## src/hw/ccf_pkg.sv

```systemverilog
// How it works
// - eight-bit flags, bits 6 and 5 read one
// - bit 7 marks two's complement overflow
// - signed branches include the overflow flag
// - bit 4 catches carry from bit 3
// - decimal adjust corrects using half and carry
// - mask bit 3 set blocks maskable interrupts
// - interrupt entry sets mask after stacking registers
// - no interrupt at boundary after an op clears the mask (a bus write clear allows it at once)
// - bit 2 copies result bit 7, or bit 15 on a 16-bit load
// - loads and stores update negative from msb
// - bit 1 marks an all-zero result
// - loads and stores update zero flag too
// - bit 0 holds carry out or borrow
// - bit test, shifts, rotates also set carry
package ccf_pkg;

	// flag bit positions
	localparam int CCF_BIT_V = 7;
	localparam int CCF_BIT_H = 4;
	localparam int CCF_BIT_I = 3;
	localparam int CCF_BIT_N = 2;
	localparam int CCF_BIT_Z = 1;
	localparam int CCF_BIT_C = 0;

	// bits that always read as one, and the reset image (mask set)
	localparam logic [7:0] CCF_FIXED_ONES = 8'h60;
	localparam logic [7:0] CCF_FLAGS_RST  = 8'h68;

	// register byte offsets on the bus
	localparam logic [7:0] CCF_OFS_FLAGS  = 8'h00;
	localparam logic [7:0] CCF_OFS_STATUS = 8'h04;
	localparam logic [7:0] CCF_OFS_RESULT = 8'h08;

	// status register field positions
	localparam int CCF_ST_SHADOW = 0;
	localparam int CCF_ST_ALLOW  = 1;
	localparam int CCF_ST_TAKEN  = 2;

	// operations reported by the decoder
	typedef enum logic [4:0] {
		CCF_OP_NONE = 5'b00000,
		CCF_OP_ADD  = 5'b00001,
		CCF_OP_ADC  = 5'b00010,
		CCF_OP_SUB  = 5'b00011,
		CCF_OP_SBC  = 5'b00100,
		CCF_OP_AND  = 5'b00101,
		CCF_OP_OR   = 5'b00110,
		CCF_OP_XOR  = 5'b00111,
		CCF_OP_SHL  = 5'b01000,
		CCF_OP_SHR  = 5'b01001,
		CCF_OP_ROL  = 5'b01010,
		CCF_OP_ROR  = 5'b01011,
		CCF_OP_DADJ = 5'b01100,
		CCF_OP_LD8  = 5'b01101,
		CCF_OP_LD16 = 5'b01110,
		CCF_OP_A2F  = 5'b01111,
		CCF_OP_UNM  = 5'b10000,
		CCF_OP_MASK = 5'b10001,
		CCF_OP_BTST = 5'b10010
	} ccf_op_e;

	// branch conditions evaluated against the flags
	typedef enum logic [2:0] {
		CCF_BR_SGT = 3'b000,
		CCF_BR_SGE = 3'b001,
		CCF_BR_SLE = 3'b010,
		CCF_BR_SLT = 3'b011,
		CCF_BR_EQ  = 3'b100,
		CCF_BR_NE  = 3'b101,
		CCF_BR_CS  = 3'b110,
		CCF_BR_CC  = 3'b111
	} ccf_br_e;

	// one retiring operation from the decoder
	typedef struct packed {
		ccf_op_e    op;
		logic [7:0] a;
		logic [7:0] b;
	} ccf_op_s;

endpackage

```

## src/hw/ccf_branch.sv

```systemverilog
`timescale 1ns/1ps
`default_nettype none
module ccf_branch
	import ccf_pkg::*;
(
	input  wire ccf_br_e    cond_i,  // branch condition
	input  wire logic [7:0] flags_i, // current flags
	output logic            take_o   // condition true
);
	logic sgn_lt;

	// signed less-than is negative xor overflow
	// overflow in condition
	assign sgn_lt = flags_i[CCF_BIT_N] ^ flags_i[CCF_BIT_V];

	// pick the condition
	always_comb begin
		case (cond_i)
			CCF_BR_SGT: take_o = ~(flags_i[CCF_BIT_Z] | sgn_lt);
			CCF_BR_SGE: take_o = ~sgn_lt;
			CCF_BR_SLE: take_o = flags_i[CCF_BIT_Z] | sgn_lt;
			CCF_BR_SLT: take_o = sgn_lt;
			CCF_BR_EQ:  take_o = flags_i[CCF_BIT_Z];
			CCF_BR_NE:  take_o = ~flags_i[CCF_BIT_Z];
			CCF_BR_CS:  take_o = flags_i[CCF_BIT_C];
			CCF_BR_CC:  take_o = ~flags_i[CCF_BIT_C];
			default:    take_o = 1'b0;
		endcase
	end
endmodule
`default_nettype wire

```

## src/hw/ccf_alu.sv

```systemverilog
`timescale 1ns/1ps
`default_nettype none
module ccf_alu
	import ccf_pkg::*;
(
	input  wire ccf_op_s    req_i,   // operation and operands
	input  wire logic [7:0] flags_i, // flags before the op
	output logic [15:0]     res_o,   // result value
	output logic [7:0]      flags_o, // new flag values
	output logic [7:0]      mask_o   // flags this op defines
);
	// place negative and zero into a flag image
	function automatic logic [7:0] put_nz(logic [7:0] f, logic n, logic z);
		logic [7:0] t;
		t = f;
		t[CCF_BIT_N] = n;
		t[CCF_BIT_Z] = z;
		return t;
	endfunction

	localparam logic [7:0] M_ALL = 8'h97; // V H N Z C
	localparam logic [7:0] M_VNZ = 8'h86;
	localparam logic [7:0] M_NZC = 8'h07;

	// flag and result computation per operation
	always_comb begin
		logic [8:0] s9;
		logic [4:0] s5;
		logic [7:0] a;
		logic [7:0] b;
		logic [7:0] r;
		logic [7:0] corr;
		logic       cin;
		a = req_i.a;
		b = req_i.b;
		s9 = 9'h000;
		s5 = 5'h00;
		corr = 8'h00;
		r = 8'h00;
		cin = 1'b0;
		flags_o = flags_i;
		mask_o = 8'h00;
		res_o = 16'h0000;
		case (req_i.op)
			CCF_OP_ADD, CCF_OP_ADC: begin
				cin = (req_i.op == CCF_OP_ADC) ? flags_i[CCF_BIT_C] : 1'b0;
				s9 = {1'b0, a} + {1'b0, b} + {8'h00, cin};
				s5 = {1'b0, a[3:0]} + {1'b0, b[3:0]} + {4'h0, cin};
				r = s9[7:0];
				flags_o[CCF_BIT_H] = s5[4];
				flags_o[CCF_BIT_C] = s9[8];
				flags_o[CCF_BIT_V] = (a[7] & b[7] & ~r[7]) | (~a[7] & ~b[7] & r[7]);
				flags_o = put_nz(flags_o, r[7], r == 8'h00);
				mask_o = M_ALL;
			end
			CCF_OP_SUB, CCF_OP_SBC: begin
				cin = (req_i.op == CCF_OP_SBC) ? flags_i[CCF_BIT_C] : 1'b0;
				s9 = {1'b0, a} - {1'b0, b} - {8'h00, cin};
				r = s9[7:0];
				flags_o[CCF_BIT_C] = s9[8];
				flags_o[CCF_BIT_V] = (a[7] & ~b[7] & ~r[7]) | (~a[7] & b[7] & r[7]);
				flags_o = put_nz(flags_o, r[7], r == 8'h00);
				mask_o = M_VNZ | M_NZC;
			end
			CCF_OP_AND, CCF_OP_OR, CCF_OP_XOR: begin
				r = (req_i.op == CCF_OP_AND) ? (a & b) :
				    (req_i.op == CCF_OP_OR) ? (a | b) : (a ^ b);
				flags_o[CCF_BIT_V] = 1'b0;
				flags_o = put_nz(flags_o, r[7], r == 8'h00);
				mask_o = M_VNZ;
			end
			CCF_OP_SHL, CCF_OP_SHR, CCF_OP_ROL, CCF_OP_ROR: begin
				case (req_i.op)
					CCF_OP_SHL: r = {a[6:0], 1'b0};
					CCF_OP_SHR: r = {1'b0, a[7:1]};
					CCF_OP_ROL: r = {a[6:0], flags_i[CCF_BIT_C]};
					default:    r = {flags_i[CCF_BIT_C], a[7:1]};
				endcase
				flags_o[CCF_BIT_C] = (req_i.op == CCF_OP_SHL || req_i.op == CCF_OP_ROL) ?
				                     a[7] : a[0];
				flags_o = put_nz(flags_o, r[7], r == 8'h00);
				// overflow after a shift is negative xor carry
				flags_o[CCF_BIT_V] = r[7] ^ flags_o[CCF_BIT_C];
				mask_o = M_VNZ | M_NZC;
			end
			CCF_OP_DADJ: begin
				corr[3:0] = (flags_i[CCF_BIT_H] || a[3:0] > 4'h9) ? 4'h6 : 4'h0;
				corr[7:4] = (flags_i[CCF_BIT_C] || a > 8'h99) ? 4'h6 : 4'h0;
				r = a + corr;
				flags_o[CCF_BIT_C] = flags_i[CCF_BIT_C] | (corr[7:4] != 4'h0);
				flags_o = put_nz(flags_o, r[7], r == 8'h00);
				mask_o = M_NZC;
			end
			CCF_OP_LD8: begin
				r = a;
				flags_o[CCF_BIT_V] = 1'b0;
				flags_o = put_nz(flags_o, a[7], a == 8'h00);
				mask_o = M_VNZ;
			end
			CCF_OP_LD16: begin
				flags_o[CCF_BIT_V] = 1'b0;
				flags_o = put_nz(flags_o, a[7], {a, b} == 16'h0000);
				mask_o = M_VNZ;
			end
			CCF_OP_BTST: begin
				flags_o[CCF_BIT_C] = a[b[2:0]];
				mask_o = 8'h01;
			end
			CCF_OP_A2F: begin
				flags_o = a | CCF_FIXED_ONES;
				mask_o = 8'hFF;
			end
			CCF_OP_UNM: begin
				flags_o[CCF_BIT_I] = 1'b0;
				mask_o = 8'h08;
			end
			CCF_OP_MASK: begin
				flags_o[CCF_BIT_I] = 1'b1;
				mask_o = 8'h08;
			end
			default: begin
				mask_o = 8'h00;
			end
		endcase
		res_o = (req_i.op == CCF_OP_LD16) ? {a, b} : {8'h00, r};
	end
endmodule
`default_nettype wire

```

## src/hw/ccf_flags.sv

```systemverilog
`timescale 1ns/1ps
`default_nettype none
module ccf_flags
	import ccf_pkg::*;
(
	input  wire logic        clk_i,          // cpu clock, 20 MHz
	input  wire logic        rst_i,          // synchronous reset, high
	// decoder side
	input  wire logic        op_valid_i,     // one-cycle: op retires
	input  wire ccf_op_s     op_i,           // op code and operands
	input  wire logic        br_valid_i,     // one-cycle: evaluate branch
	input  wire ccf_br_e     br_cond_i,      // branch condition
	input  wire logic        boundary_i,     // one-cycle: instruction boundary
	input  wire logic        irq_stacked_i,  // one-cycle: registers pushed
	output logic [7:0]       flags_o,        // flags register image
	output logic [15:0]      result_o,       // last op result
	output logic             br_taken_o,     // last branch outcome
	output logic             br_done_o,      // one-cycle: outcome valid
	output logic             irq_allow_o,    // maskable irq may be taken
	// wishbone slave
	input  wire logic        cyc_i,          // bus cycle
	input  wire logic        stb_i,          // strobe
	input  wire logic        we_i,           // write enable
	input  wire logic [7:0]  adr_i,          // byte address
	input  wire logic [3:0]  sel_i,          // byte lanes
	input  wire logic [31:0] dat_i,          // write data
	output logic [31:0]      dat_o,          // read data
	output logic             ack_o           // cycle acknowledge
);
	// all state of the block
	typedef struct packed {
		logic [7:0]  flags;
		logic        shadow;
		logic        allow;
		logic [15:0] result;
		logic        taken;
		logic        done;
		logic        ack;
		logic [31:0] rdata;
	} ccf_state_s;

	ccf_state_s  st;
	ccf_state_s  next_st;
	logic [15:0] alu_res;
	logic [7:0]  alu_flags;
	logic [7:0]  alu_mask;
	logic        br_take;
	logic        bus_req;
	logic [7:0]  upd;
	logic        unmask_now;

	// flag arithmetic for the retiring operation
	ccf_alu u_alu (
		.req_i   (op_i),
		.flags_i (st.flags),
		.res_o   (alu_res),
		.flags_o (alu_flags),
		.mask_o  (alu_mask)
	);

	// branch condition against the current flags
	ccf_branch u_branch (
		.cond_i  (br_cond_i),
		.flags_i (st.flags),
		.take_o  (br_take)
	);

	// new request only while no ack is out, so each cycle is answered once
	assign bus_req = cyc_i & stb_i & ~st.ack;

	assign upd = (st.flags & ~alu_mask) | (alu_flags & alu_mask);

	// an op that takes the mask from set to clear
	assign unmask_now = op_valid_i & st.flags[CCF_BIT_I] & (alu_mask[CCF_BIT_I])
	                    & ~alu_flags[CCF_BIT_I];

	// next-state logic
	always_comb begin
		next_st = st;
		next_st.done = 1'b0;
		next_st.ack = 1'b0;

		// software write to the flags; an op retiring the same cycle wins
		if (bus_req && we_i && adr_i == CCF_OFS_FLAGS && sel_i[0]) begin
			next_st.flags = dat_i[7:0];
		end
		if (op_valid_i) begin
			next_st.flags = upd;
			next_st.result = alu_res;
		end

		if (irq_stacked_i) begin
			next_st.flags[CCF_BIT_I] = 1'b1;
		end

		next_st.flags = next_st.flags | CCF_FIXED_ONES;

		if (unmask_now) begin
			next_st.shadow = 1'b1;
		end else if (boundary_i) begin
			next_st.shadow = 1'b0;
		end

		next_st.allow = ~next_st.flags[CCF_BIT_I] & ~next_st.shadow;

		if (br_valid_i) begin
			next_st.taken = br_take;
			next_st.done = 1'b1;
		end

		// bus answer one cycle after the request; unmapped reads as zero
		if (bus_req) begin
			next_st.ack = 1'b1;
			case (adr_i)
				CCF_OFS_FLAGS:  next_st.rdata = {24'h000000, st.flags};
				CCF_OFS_STATUS: begin
					next_st.rdata = 32'h00000000;
					next_st.rdata[CCF_ST_SHADOW] = st.shadow;
					next_st.rdata[CCF_ST_ALLOW] = st.allow;
					next_st.rdata[CCF_ST_TAKEN] = st.taken;
				end
				CCF_OFS_RESULT: next_st.rdata = {16'h0000, st.result};
				default:        next_st.rdata = 32'h00000000;
			endcase
		end
	end

	// state register
	always_ff @(posedge clk_i) begin
		if (rst_i) begin
			st.flags <= CCF_FLAGS_RST;
			st.shadow <= 1'b0;
			st.allow <= 1'b0;
			st.result <= 16'h0000;
			st.taken <= 1'b0;
			st.done <= 1'b0;
			st.ack <= 1'b0;
			st.rdata <= 32'h00000000;
		end else begin
			st <= next_st;
		end
	end

	// outputs straight from the state flops
	assign flags_o = st.flags;
	assign result_o = st.result;
	assign br_taken_o = st.taken;
	assign br_done_o = st.done;
	assign irq_allow_o = st.allow;
	assign dat_o = st.rdata;
	assign ack_o = st.ack;
endmodule
`default_nettype wire

```

## config.mk

```make
export PLATFORM = sky130hd
export DESIGN_NAME = ccf_flags
export DESIGN_NICKNAME = d
export VERILOG_FILES = /design/src/hw/ccf_pkg.sv /design/src/hw/ccf_branch.sv /design/src/hw/ccf_alu.sv /design/src/hw/ccf_flags.sv
export SDC_FILE = /design/constraint.sdc
export NUM_CORES = 1
export LEC_CHECK = 0
export BUFFER_PORTS_ARGS = -buffer_cell sky130_fd_sc_hd__clkbuf_2
export CAP_MARGIN = 0
export CORE_MARGIN = 8
export CORE_UTILIZATION = 50
export DETAILED_ROUTE_END_ITERATION = 12
export PLACE_DENSITY = 0.8
export REMOVE_ABC_BUFFERS = 1
export SLEW_MARGIN = 20
export SYNTH_ARGS = -nofsm -noshare
export SYNTH_HDL_FRONTEND = slang
export SYNTH_SLANG_ARGS = --single-unit
```

## constraint.sdc

```tcl
create_clock -name clk_i -period 4.64 [get_ports clk_i]
set_input_delay 0.232 -clock clk_i [delete_from_list [all_inputs] [get_ports clk_i]]
set_output_delay 0.232 -clock clk_i [all_outputs]
set_load 0.1 [all_outputs]
```

==> metrics.txt <==
core area 9196 sq um; Period minus WS final 3.579 ns; outcome complete, no violations; Slew headroom 0.3279; Least-Margin Pin Slew 1.004 ns; CP endpoint kind flip-flop; vias in the first global route 4675; max-slew violation count 0; WL/cell 21.10 microns; synth-to-layout area growth 3.878%; layout cells sized above 1 0.1842; Max Clk Rate 279.4 MHz; Finish-stage setup viols 0; Nets 773; cts hold-fix bufs 0; Post-Place Cells 760; data arrival time of the critical path 3.78 ns; crit path kind primary input to flip-flop; Vias per Instance 6.276; Req. time, crit path 4.84 ns; synthesized area 4711 sq um; synth unique cells 74; H-tree levels 2; Startpoint Class primary input; Synth warnings 0; Tcrit/Tclk final 0.7713; I/O Buffers 89; RSZ-0062 raised after global routing no; 1st-iter DRT viols 521; commonest non-fill, non-tap cells in the layout 89 x clkbuf_2, 68 x nand2_1, 52 x a21oi_1, 43 x dfxtp_1, 38 x nor2_1; CTS resizes 0; Die Y-Extent 113.1 microns; count of flip-flops with a built-in enable after synthesis 0; maxcap violations 0; First-pass DRT Iterations 5; Non-Filler Instances 768; Routed WL 16210 microns; die width 113.1 microns; Synth Flop Type dfxtp_1; register area share after synthesis 0.1827; total negative setup slack 0 ns; Leakage 2.056 nW; GR Overflow Total 0; clk sinks 43; Worst-path clk slew 0.09 ns; commonest non-fill, non-tap cell in the layout clkbuf_2; num ports 137; Fillers 885; DRC violations left 0; CTS tree done; # rows 35; DR vias 4820; Worst Skew 0.005103 ns; CTS root buf clkbuf_8; Post-Syn Area per Cell 7.466 sq um; first-pass GRT wire length 25130 microns; post-synthesis async set-or-reset flop share 0; Hold Path Class primary input to flip-flop; P per Cell Area 235.3 nW/um^2; Peak supply drop 114.5 uV; largest net degree at the start of global routing 42; Crit Path Max Fanout 17; Gate Count Post-Synth 631; clock buffer depth 2; Hold Vio Cnt, Final 0; worst-skew pair later-pin latency 0.30 ns; initial antenna violation count 0; global placement routability congestion 0.9740; Post-CTS Setup Inserts 0; CTS buffer count 5; FF+latch count, synth 43; GRT Overall Usage 0.2459; Routed Antenna Nets 0; die area 12780 sq um; Initial Utilization 0.5122; antenna cells 0; DP Wirelength 12580 microns
## critical path, stage by stage
cell and delay [ns]:
clkbuf_2 0.23, or3b_4 0.54, inv_1 0.09, nand3_1 0.12, fa_1 0.46, ha_1 0.33, a211oi_1 0.46, o211ai_1 0.19
o211ai_1 0.22, nor2_1 0.11, a2111oi_2 0.29, nand4_1 0.24, a31o_1 0.27
## layer usage
metal	GRT usage	share of wire
met1	0.3174	0.42
met2	0.4012	0.45
met4	0.08881	0.033
met5	0	0
met3	0.04260	0.090
## synthesized netlist by cell type (all sizes together) (3+ instances only)
master / n / share of area
a2111oi: 4 / 0.0088
a211oi: 9 / 0.015
a21o: 3 / 0.0048
a21oi: 52 / 0.055
a221o: 3 / 0.0064
a221oi: 11 / 0.020
a22o: 3 / 0.0056
a22oi: 14 / 0.022
a31oi: 3 / 0.0040
and2: 4 / 0.0053
buf: 69 / 0.11
clkbuf: 24 / 0.019
dfxtp: 43 / 0.18
fa: 5 / 0.021
ha: 35 / 0.093
inv: 30 / 0.024
mux2: 3 / 0.0072
mux2i: 8 / 0.017
nand2: 68 / 0.054
nand2b: 9 / 0.012
nand3: 28 / 0.031
nand3b: 4 / 0.0064
nand4: 7 / 0.0093
nor2: 42 / 0.038
nor2b: 11 / 0.015
nor3: 20 / 0.022
nor3b: 3 / 0.0048
nor4: 4 / 0.0053
o2111ai: 3 / 0.0056
o211ai: 9 / 0.014
o21a: 6 / 0.0096
o21ai: 25 / 0.029
o221ai: 3 / 0.0056
o22ai: 10 / 0.013
or3: 3 / 0.0040
or3b: 3 / 0.0061
or4: 5 / 0.0088
xnor2: 14 / 0.026
xor2: 4 / 0.0074
## report_power, final
| part | internal (mW) | switching, mW | total, mW | leakage (nW) |
|---|---|---|---|---|
| clock | 0.105 | 0.137 | 0.242 | 0.0412 |
| combinational | 0.146 | 0.375 | 0.521 | 1.67 |
| sequential | 0.378 | 0.00966 | 0.388 | 0.349 |
| total | 0.630 | 0.521 | 1.15 | 2.06 |
## worst paths after layout
kind	start	endpoint	depth (start not counted)	slack, ns
setup / recovery	op_i[19]	flip-flop	13	1.06
hold / removal	br_valid_i	br_taken_o	2	0.14
setup reg to reg	flip-flop	flip-flop	10	1.52
hold reg to reg	dat_o[5]	dat_o[5]	2	0.46
## through the flow
| stage | utilization | hold slack [ns] | worst slack (ns) | power [mW] | instance area, sq um |
|---|---|---|---|---|---|
| 6_report | 0.5321 | 0.1392 | 1.061 | 1.151 | 4893 |
| 4_1_cts | 0.5321 | 0.1386 | 1.161 | 1.146 | 4893 |
| 2_1_floorplan | - | 0.3011 | 1.068 | 0.7523 | 4179 |
| 5_1_grt | 0.5321 | 0.1399 | 0.9638 | 1.201 | 4893 |
| 3_3_place_gp | 0.5229 | 0.4388 | 0.9259 | 0.8984 | 4808 |
| 3_5_place_dp | 0.5229 | 0.4465 | 0.8555 | 0.9070 | 4808 |
## cell families after synthesis
group / Yosys count / share of synthesized area
xor gates and xnor gates: 18 / 0.03347
other: 2 / 0.001594
AOI/OAI and AO/OA: 170 / 0.2428
muxes: 13 / 0.03373
buffers and inverters: 123 / 0.1495
and+or+nand+nor: 222 / 0.2420
DFF: 43 / 0.1827
adders and majority gates: 40 / 0.1142
## area by class of cell
class                           instances  area, sq um  area share
Clock inverter                          2        12.51    0.002557
Tap cell                              111        138.9     0.02838
Timing Repair Buffer                   95        490.5      0.1002
Clock buffer                            6        72.57     0.01483
Sequential cell                        43        860.8      0.1759
Multi-Input combinational cell        481         3206      0.6551
Inverter                               30        112.6     0.02301
No activity file was read; power rests on OpenSTA's default activity.
